==> config.mk <==
export PLATFORM = sky130hd
export DESIGN_NAME = threshold_alert_status_ch8_11
export DESIGN_NICKNAME = d
export VERILOG_FILES = /design/src/alert_status_pkg.sv /design/src/alert_flag_cell.sv /design/src/threshold_alert_status_ch8_11.sv
export SDC_FILE = /design/constraint.sdc
export NUM_CORES = 1
export LEC_CHECK = 0
export ABC_CLOCK_PERIOD_IN_PS = 4850
export BUFFER_PORTS_ARGS = -buffer_cell sky130_fd_sc_hd__buf_2
export CAP_MARGIN = 20
export CORE_UTILIZATION = 55
export DETAILED_ROUTE_END_ITERATION = 7
export GPL_TIMING_DRIVEN = 0
export HOLD_SLACK_MARGIN = 0.12
export PLACE_DENSITY_LB_ADDON = 0.1
export SLEW_MARGIN = 20
export SYNTH_ARGS = -nofsm -noshare
export SYNTH_HDL_FRONTEND = slang
export SYNTH_SLANG_ARGS = --single-unit
==> constraint.sdc <==
create_clock -name i_clk -period 4.85 [get_ports i_clk]
set_input_delay 0.7275 -clock i_clk [delete_from_list [all_inputs] [get_ports i_clk]]
set_output_delay 0.7275 -clock i_clk [all_outputs]
set_load 0.01 [all_outputs]
==> src/alert_status_pkg.sv <==
package alert_status_pkg;
   // Register map position and value after reset
   localparam int ADDR_W = 15;
   localparam logic [ADDR_W-1:0] STATUS_ADDR = 15'h0017;
   localparam logic [7:0] STATUS_RESET = 8'h00;
   // Channels covered by this register
   localparam int NUM_CHAN = 4;
   localparam logic [3:0] FIRST_CHAN = 4'h8;
   // Field positions inside each channel's bit pair
   localparam int BITS_PER_CHAN = 2;
   localparam int LOW_BIT = 1;
   localparam int HIGH_BIT = 0;
   // Conversion result width
   localparam int RESULT_W = 16;
endpackage : alert_status_pkg

==> src/alert_flag_cell.sv <==
`timescale 1ns/1ns
module alert_flag_cell #(
   parameter int DATA_W = alert_status_pkg::RESULT_W
) (
   // Clock and reset
   input wire logic i_clk,
   input wire logic i_rst,
   // Conversion for this channel, already gated by detection enable
   input wire logic i_sample,
   input wire logic [DATA_W-1:0] i_result,
   // Channel limits and band
   input wire logic [DATA_W-1:0] i_upper,
   input wire logic [DATA_W-1:0] i_lower,
   input wire logic [DATA_W-1:0] i_band,
   input wire logic i_hyst_mode,
   // Clearing read
   input wire logic i_clear,
   // Flags
   output logic o_low_flag,
   output logic o_high_flag
);
   logic low_hit;
   logic high_hit;
   logic low_back;
   logic high_back;
   logic next_low;
   logic next_high;

   always_comb begin
      low_hit = i_sample && (i_result <= i_lower);
      high_hit = i_sample && (i_result >= i_upper);
      // One extra bit so the band never wraps around the limit
      low_back = i_sample && i_hyst_mode
         && ({1'b0, i_result} > ({1'b0, i_lower} + {1'b0, i_band}));
      high_back = i_sample && i_hyst_mode
         && (({1'b0, i_result} + {1'b0, i_band}) < {1'b0, i_upper});
      next_low = o_low_flag;
      next_high = o_high_flag;
      if (i_clear || low_back) begin
         next_low = 1'b0;
      end
      if (i_clear || high_back) begin
         next_high = 1'b0;
      end
      // Set after clear so a crossing during a read survives
      if (low_hit) begin
         next_low = 1'b1;
      end
      if (high_hit) begin
         next_high = 1'b1;
      end
   end

   always_ff @(posedge i_clk) begin
      if (i_rst) begin
         o_low_flag <= alert_status_pkg::STATUS_RESET[alert_status_pkg::LOW_BIT];
         o_high_flag <= alert_status_pkg::STATUS_RESET[alert_status_pkg::HIGH_BIT];
      end else begin
         o_low_flag <= next_low;
         o_high_flag <= next_high;
      end
   end
endmodule : alert_flag_cell

==> src/threshold_alert_status_ch8_11.sv <==
`timescale 1ns/1ns
module threshold_alert_status_ch8_11 #(
   parameter int DATA_W = alert_status_pkg::RESULT_W
) (
   // Clock and reset
   input wire logic i_clk,
   input wire logic i_rst,
   // Conversion results
   input wire logic i_conv_valid,
   input wire logic [3:0] i_conv_chan,
   input wire logic [DATA_W-1:0] i_conv_result,
   // Per-channel settings, channel 8 in the lowest slice, and i_hyst_mode shared by all channels
   input wire logic [alert_status_pkg::NUM_CHAN*DATA_W-1:0] i_upper_limit,
   input wire logic [alert_status_pkg::NUM_CHAN*DATA_W-1:0] i_lower_limit,
   input wire logic [alert_status_pkg::NUM_CHAN*DATA_W-1:0] i_band_width,
   input wire logic [alert_status_pkg::NUM_CHAN-1:0] i_detect_enable,
   input wire logic i_hyst_mode,
   // Register read port
   input wire logic i_reg_rd,
   input wire logic [alert_status_pkg::ADDR_W-1:0] i_reg_addr,
   output logic [7:0] o_reg_rd_data,
   output logic o_reg_rd_valid,
   // Live flags for alert logic
   output logic [7:0] o_alert_flags
);
   localparam int NC = alert_status_pkg::NUM_CHAN;

   if (DATA_W < 2 || DATA_W > 32) begin : g_bad_width
      $error("DATA_W must lie between 2 and 32");
   end

   logic rd_hit;
   logic [NC-1:0] sample;
   logic [7:0] flags;
   logic [7:0] next_rd_data;
   logic next_rd_valid;

   // A read of this register is also the clear strobe
   assign rd_hit = i_reg_rd && (i_reg_addr == alert_status_pkg::STATUS_ADDR);

   for (genvar k = 0; k < NC; k++) begin : g_chan
      logic [3:0] chan_id;
      assign chan_id = alert_status_pkg::FIRST_CHAN + 4'(k);
      assign sample[k] = i_conv_valid && (i_conv_chan == chan_id) && i_detect_enable[k];

      alert_flag_cell #(
         .DATA_W(DATA_W)
      ) u_cell (
         .i_clk(i_clk),
         .i_rst(i_rst),
         .i_sample(sample[k]),
         .i_result(i_conv_result),
         .i_upper(i_upper_limit[k*DATA_W +: DATA_W]),
         .i_lower(i_lower_limit[k*DATA_W +: DATA_W]),
         .i_band(i_band_width[k*DATA_W +: DATA_W]),
         .i_hyst_mode(i_hyst_mode),
         .i_clear(rd_hit),
         .o_low_flag(flags[alert_status_pkg::BITS_PER_CHAN*k + alert_status_pkg::LOW_BIT]),
         .o_high_flag(flags[alert_status_pkg::BITS_PER_CHAN*k + alert_status_pkg::HIGH_BIT])
      );
   end

   assign o_alert_flags = flags;

   // Unmapped addresses answer zero and clear nothing
   always_comb begin
      next_rd_valid = i_reg_rd;
      next_rd_data = 8'h00;
      if (rd_hit) begin
         next_rd_data = flags;
      end
   end

   always_ff @(posedge i_clk) begin
      if (i_rst) begin
         o_reg_rd_data <= alert_status_pkg::STATUS_RESET;
         o_reg_rd_valid <= 1'b0;
      end else begin
         o_reg_rd_data <= next_rd_data;
         o_reg_rd_valid <= next_rd_valid;
      end
   end

   // Checks of the whole register
   a_reset_zero: assert property (@(posedge i_clk)
      i_rst |=> (flags == 8'h00 && o_reg_rd_data == 8'h00 && !o_reg_rd_valid))
      else $error("Flags or read data not zero after reset");

   a_read_returns: assert property (@(posedge i_clk) disable iff (i_rst)
      rd_hit |=> (o_reg_rd_valid && o_reg_rd_data == $past(flags)))
      else $error("Read did not return the flags held at the read");

   a_read_clears: assert property (@(posedge i_clk) disable iff (i_rst)
      (rd_hit && !i_conv_valid) |=> (flags == 8'h00))
      else $error("Read without a conversion left a flag set");

   a_unmapped_quiet: assert property (@(posedge i_clk) disable iff (i_rst)
      (i_reg_rd && !rd_hit && !i_conv_valid)
         |=> (o_reg_rd_data == 8'h00 && flags == $past(flags)))
      else $error("Unmapped read returned data or cleared flags");

   a_sticky_idle: assert property (@(posedge i_clk) disable iff (i_rst)
      (!i_reg_rd && !i_conv_valid) [*2] |=> (flags == $past(flags, 2)))
      else $error("Flags changed with no read and no conversion");

   // Read port answers every request, hit or not, one cycle later
   a_valid_follows: assert property (@(posedge i_clk) disable iff (i_rst)
      i_reg_rd |=> o_reg_rd_valid)
      else $error("Read request got no valid one cycle later");

   a_valid_one_cycle: assert property (@(posedge i_clk) disable iff (i_rst)
      !i_reg_rd |=> (!o_reg_rd_valid && o_reg_rd_data == 8'h00))
      else $error("Read valid or data stood without a request");

   a_unmapped_valid: assert property (@(posedge i_clk) disable iff (i_rst)
      (i_reg_rd && !rd_hit) |=> (o_reg_rd_valid && o_reg_rd_data == 8'h00))
      else $error("Unmapped read gave no valid or returned data");

   // Results for channels outside this register must leave it alone
   a_other_chan_quiet: assert property (@(posedge i_clk) disable iff (i_rst)
      (i_conv_valid && !i_reg_rd && (i_conv_chan < alert_status_pkg::FIRST_CHAN
         || i_conv_chan > alert_status_pkg::FIRST_CHAN + 4'(NC - 1)))
         |=> (flags == $past(flags)))
      else $error("Result for another channel changed a flag");

   // Checks per channel
   for (genvar k = 0; k < NC; k++) begin : g_check
      localparam int LB = alert_status_pkg::BITS_PER_CHAN*k + alert_status_pkg::LOW_BIT;
      localparam int HB = alert_status_pkg::BITS_PER_CHAN*k + alert_status_pkg::HIGH_BIT;
      logic [DATA_W-1:0] up;
      logic [DATA_W-1:0] lo;
      logic [DATA_W-1:0] bw;
      logic on_chan;
      assign up = i_upper_limit[k*DATA_W +: DATA_W];
      assign lo = i_lower_limit[k*DATA_W +: DATA_W];
      assign bw = i_band_width[k*DATA_W +: DATA_W];
      assign on_chan = i_conv_valid
         && (i_conv_chan == alert_status_pkg::FIRST_CHAN + 4'(k));

      a_low_sets: assert property (@(posedge i_clk) disable iff (i_rst)
         (on_chan && i_detect_enable[k] && i_conv_result <= lo) |=> flags[LB])
         else $error("Low-limit crossing did not set its flag");

      a_high_sets: assert property (@(posedge i_clk) disable iff (i_rst)
         (on_chan && i_detect_enable[k] && i_conv_result >= up) |=> flags[HB])
         else $error("High-limit crossing did not set its flag");

      a_disabled_no_set: assert property (@(posedge i_clk) disable iff (i_rst)
         (on_chan && !i_detect_enable[k] && !flags[LB] && !flags[HB])
            |=> (!flags[LB] && !flags[HB]))
         else $error("Disabled channel set a flag");

      a_set_beats_clear: assert property (@(posedge i_clk) disable iff (i_rst)
         (rd_hit && on_chan && i_detect_enable[k] && i_conv_result <= lo)
            |=> (flags[LB] && o_reg_rd_valid))
         else $error("Crossing during a read was lost");

      a_band_clears_high: assert property (@(posedge i_clk) disable iff (i_rst)
         (i_hyst_mode && on_chan && i_detect_enable[k] && flags[HB]
            && ({1'b0, i_conv_result} + {1'b0, bw}) < {1'b0, up}) |=> !flags[HB])
         else $error("In-band result did not clear the high flag");

      a_band_clears_low: assert property (@(posedge i_clk) disable iff (i_rst)
         (i_hyst_mode && on_chan && i_detect_enable[k] && flags[LB]
            && {1'b0, i_conv_result} > ({1'b0, lo} + {1'b0, bw})) |=> !flags[LB])
         else $error("In-band result did not clear the low flag");

      a_no_band_sticky: assert property (@(posedge i_clk) disable iff (i_rst)
         (!i_hyst_mode && !i_reg_rd && flags[HB]) |=> flags[HB])
         else $error("High flag cleared without a read in sticky mode");

      a_no_band_sticky_low: assert property (@(posedge i_clk) disable iff (i_rst)
         (!i_hyst_mode && !i_reg_rd && flags[LB]) |=> flags[LB])
         else $error("Low flag cleared without a read in sticky mode");

      a_high_beats_clear: assert property (@(posedge i_clk) disable iff (i_rst)
         (rd_hit && on_chan && i_detect_enable[k] && i_conv_result >= up) |=> flags[HB])
         else $error("High crossing during a read was lost");

      // A flag moves only for its own causes
      a_low_no_cause: assert property (@(posedge i_clk) disable iff (i_rst)
         (!flags[LB] && !(on_chan && i_detect_enable[k] && i_conv_result <= lo))
            |=> !flags[LB])
         else $error("Low flag set with no crossing");

      a_high_no_cause: assert property (@(posedge i_clk) disable iff (i_rst)
         (!flags[HB] && !(on_chan && i_detect_enable[k] && i_conv_result >= up))
            |=> !flags[HB])
         else $error("High flag set with no crossing");

      a_low_holds: assert property (@(posedge i_clk) disable iff (i_rst)
         (flags[LB] && !rd_hit && !(i_hyst_mode && on_chan && i_detect_enable[k]))
            |=> flags[LB])
         else $error("Low flag cleared with no read and no in-band result");

      a_high_holds: assert property (@(posedge i_clk) disable iff (i_rst)
         (flags[HB] && !rd_hit && !(i_hyst_mode && on_chan && i_detect_enable[k]))
            |=> flags[HB])
         else $error("High flag cleared with no read and no in-band result");

      // Band edges are exclusive, so a result on the edge keeps the flag
      a_edge_keeps_low: assert property (@(posedge i_clk) disable iff (i_rst)
         (flags[LB] && !rd_hit && on_chan
            && {1'b0, i_conv_result} <= ({1'b0, lo} + {1'b0, bw})) |=> flags[LB])
         else $error("Low flag cleared by a result outside its band");

      a_edge_keeps_high: assert property (@(posedge i_clk) disable iff (i_rst)
         (flags[HB] && !rd_hit && on_chan
            && ({1'b0, i_conv_result} + {1'b0, bw}) >= {1'b0, up}) |=> flags[HB])
         else $error("High flag cleared by a result outside its band");

      // Detection off freezes the pair, only a read may clear it
      a_disabled_frozen: assert property (@(posedge i_clk) disable iff (i_rst)
         (on_chan && !i_detect_enable[k] && !rd_hit)
            |=> (flags[LB] == $past(flags[LB]) && flags[HB] == $past(flags[HB])))
         else $error("Disabled channel changed a flag");
   end
endmodule : threshold_alert_status_ch8_11

==> out/qor.yml <==
final_layout:
  multi_input_area_sq_um: 10800
  final_area_sq_um: 13500
  syn_to_final_growth_pct: 14.6
  drive_gt1_share_pct: 16.0
  nets: 2399
  fill_cells: 1955
  regArea_sq_um: 340
  layoutNonFillerInstCount: 2050
synth:
  netlist_area_sq_um: 11800
  synth-edff-count: 0
  yosys_warnings: 0
  synth_top_flop_cell: "dfxtp_1"
  synth.distinct_cells: 65
  async_reset_ff_share_pct: 0
  syn_inst: 1515
  yosysSeqAreaShare_pct: 2.88
  synth-seq-cells: 17
  synth.avg_cell_area_sq_um: 7.80
  synth_nets: 2139
route:
  vias_per_cell: 5.91
  drt_pass1_iterations: 5
  drcViolationCount: 0
  drt-total-wl_mm: 35.7
  vias: 12118
  wl_per_cell_microns: 17.4
  drt_iter0_drc: 570
  final_antenna_net_count: 0
die:
  dieArea_sq_um: 22100
  die-height_microns: 149
  die_w_microns: 149
  core_region_area_sq_um: 21000
  ios: 253
  start_util_pct: 56.2
  rows: 53
timing:
  fin_skew_ns: 0.00121
  timing.setup.tns_ns: 0
  max_freq_mhz: 225
  maxSlewViolCount: 0
  maxSlewHeadroom_pct: 35.3
  timing.final.crit_share_pct: 91.7
  rsz0062_at_grt: "no"
  period_minus_slack_ns: 4.45
  worst_pin_slew_ns: 0.967
  final-setup-viol-count: 0
  setup_ws_ns: 0.402
  hold_viol: 0
place:
  place_area_sq_um: 13400
  post-place-cells: 2042
  place_ws_ns: -0.117
  port_buffers: 252
  post-dp-hpwl_mm: 29.4
  gp_congestion: 0.895
flow_run:
  max-cap-violations: 0
run_status:
  status: "completed"
worst_setup_path:
  critical_path_required_ns: 5.00
  arrival_ns: 4.60
  path_class: "in -> reg"
  critPathCaptureType: "flop"
  crit_path_max_fanout: 16
  critPathLaunchType: "input port"
grt:
  grt_usage_pct: 32.2
  grt_pass1_vias: 11505
  antenna_found_initial: 1
  grt_pass1_wl_mm: 56.4
  grt_overflow: 0
  grt_max_degree: 18
power_and_ir_drop:
  p_leak_nw: 7.43
  max-vdd-ir-drop_uv: 114
  p_per_area_nw_per_um2: 148
clock_network:
  clk_latency_ns: 0.27
  cts-root-buf: "clkbuf_16"
  cts_sinks: 17
  cts_hold_buf: 0
  cts_buffer_depth: 2
  h-tree-depth: 1
  cts_tree: "done"
  clk_pin_slew_ns: 0.07
  cts_made_buffers: 3
min_path:
  hold_path.class: "reg -> reg"
cell usage in the layout, fill, tap and decap left out, types with 4 or more instances in the layout:
cell / Yosys / layout
ha_1: 380 / 380
buf_2: 0 / 251
inv_1: 158 / 157
a21oi_1: 140 / 140
a21o_1: 94 / 94
o21ai_0: 89 / 89
nor2_1: 80 / 80
nand2_1: 63 / 63
xnor2_1: 56 / 56
xor2_1: 46 / 46
nor2b_1: 41 / 41
nand4_1: 40 / 40
o21a_1: 35 / 35
nand3_1: 26 / 26
nand2b_1: 25 / 25
nor3_1: 22 / 22
a211oi_1: 19 / 19
a2111oi_0: 18 / 18
dfxtp_1: 17 / 17
and2_1: 11 / 11
buf_4: 8 / 11
o211ai_1: 9 / 9
and3_1: 9 / 9
o21bai_1: 9 / 9
o2111ai_1: 8 / 8
nor4_1: 8 / 8
fa_1: 8 / 8
a211o_1: 7 / 7
o31ai_1: 7 / 7
and4_1: 6 / 6
o31a_1: 5 / 5
o21ai_1: 5 / 5
a31oi_1: 5 / 5
o22ai_1: 5 / 5
or3_1: 4 / 4
kinds of logic (layout without fill, tap and decap cells):
kind of cell             Yosys count  in the layout  share of synthesized area (%)
AO/OA/AOI/OAI                    496            496                           27.5
adder cells (fa/ha/maj)          388            388                           41.6
AND/OR/NAND/NOR                  344            344                           14.9
buffers and inverters            168            427                           5.59
XOR/XNOR                         102            102                           7.56
flip-flops                        17             17                           2.88
other                              0              1                              0
state kept, by name, summed over array words and instances, names as in the netlist:
register / flops
o_reg_rd_data: 8
g_chan.u_cell.o_high_flag: 4
g_chan.u_cell.o_low_flag: 4
o_reg_rd_valid: 1
metrics by stage:
step	power [W]	util (%)	hold slack, ns
finish	0.00200	64.4	0.498
global route	0.00223	64.4	0.529
CTS	0.00199	64.3	0.497
detailed placement	0.00178	63.9	0.489
global placement	0.00172	63.9	0.484
floorplan	0.00131	-	0.454
path summary, 6_finish.rpt:
kind | from | to | slack (ns) | cells past startpoint
max | i_conv_result[2] | g_chan[0].u_cell.o_high_flag$_SDFFE_PP0P_ | 0.40 | 16
min reg2reg | g_chan[0].u_cell.o_high_flag$_SDFFE_PP0P_ | g_chan[0].u_cell.o_high_flag$_SDFFE_PP0P_ | 0.50 | 2
max reg2reg | g_chan[1].u_cell.o_low_flag$_SDFFE_PP0P_ | g_chan[1].u_cell.o_low_flag$_SDFFE_PP0P_ | 3.64 | 4
min | g_chan[0].u_cell.o_high_flag$_SDFFE_PP0P_ | g_chan[0].u_cell.o_high_flag$_SDFFE_PP0P_ | 0.50 | 2
per-layer routing:
| layer | track usage, % | part of all wire (%) | vias up |
|---|---|---|---|
| met1 | 44.3 | 48 | 5519 |
| met4 | 6.80 | 2.1 | 0 |
| met3 | 3.50 | 5.9 | 44 |
| met5 | 0 | 0 | - |
| li1 | - | - | 6177 |
| met2 | 53.5 | 44 | 378 |
cell type report:
cell class                 count  share of cell area, %
antenna                        1                 0.0185
buffer                        10                  0.499
clock buffer                   3                  0.554
clock inverter                 1                 0.0369
inverter                     158                   4.41
multi-input combinational   1330                   79.9
sequential                    17                   2.51
tap                          275                   2.54
timing repair buffer         255                   9.50
power breakdown:
group          switching (W)  internal, W  leakage (nW)
clock network      0.0000887     0.000112        0.0409
registers         0.00000148     0.000141         0.137
logic               0.000904     0.000753          7.25
total               0.000994      0.00101          7.43
critical path: stages:
cell       delay (ns)
buf_2            0.45
ha_1             0.38
nor2b_1          0.16
o31ai_1          0.34
a21oi_1          0.14
o21ai_0          0.26
nor2b_1          0.24
o21ai_0          0.17
xor2_1           0.18
ha_1             0.19
a2111oi_0        0.55
nand2_1          0.14
o2111ai_1        0.14
a31oi_1          0.06
a311oi_1         0.36
o32ai_1          0.12
synth_stat cells (3+ instances only):
master     number  share of area, %
nor2_1         80               2.5
nand2b_1       25               1.3
o2111ai_1       8              0.59
nand2_1        63               2.0
a21oi_1       140               5.9
or2_2           3              0.16
a221o_1         3              0.25
o21ai_0        89               3.8
xnor2_1        56               4.1
and3_1          9              0.48
o21ai_1         5              0.21
and4_1          6              0.44
o211ai_1        9              0.57
o31a_1          5              0.37
or3_1           4              0.21
o221ai_1        3              0.22
nor3_1         22              0.93
o21a_1         35               2.2
a31oi_1         5              0.26
nor4_1          8              0.42
a311oi_1        3              0.22
o22ai_1         5              0.26
a21boi_0        3              0.19
xor2_1         46               3.4
a2111oi_0      18               1.3
a211o_1         7              0.52
ha_1          380                40
dfxtp_1        17               2.9
a211oi_1       19               1.2
o31ai_1         7              0.44
nand4_1        40               2.1
inv_1         158               5.0
nor2b_1        41               2.2
o21bai_1        9              0.57
a21oi_2         3              0.22
a21o_1         94               6.0
fa_1            8               1.4
o32ai_1         3              0.22
buf_4           8              0.51
o311ai_0        3              0.22
nand3_1        26               1.1
and2_1         11              0.58
repair_timing:
action,in CTS,in global routing
resized for setup,0,2
buffers inserted,0,3
endpoints found under the setup margin,0,2
Power figures use the tool's default switching activity.
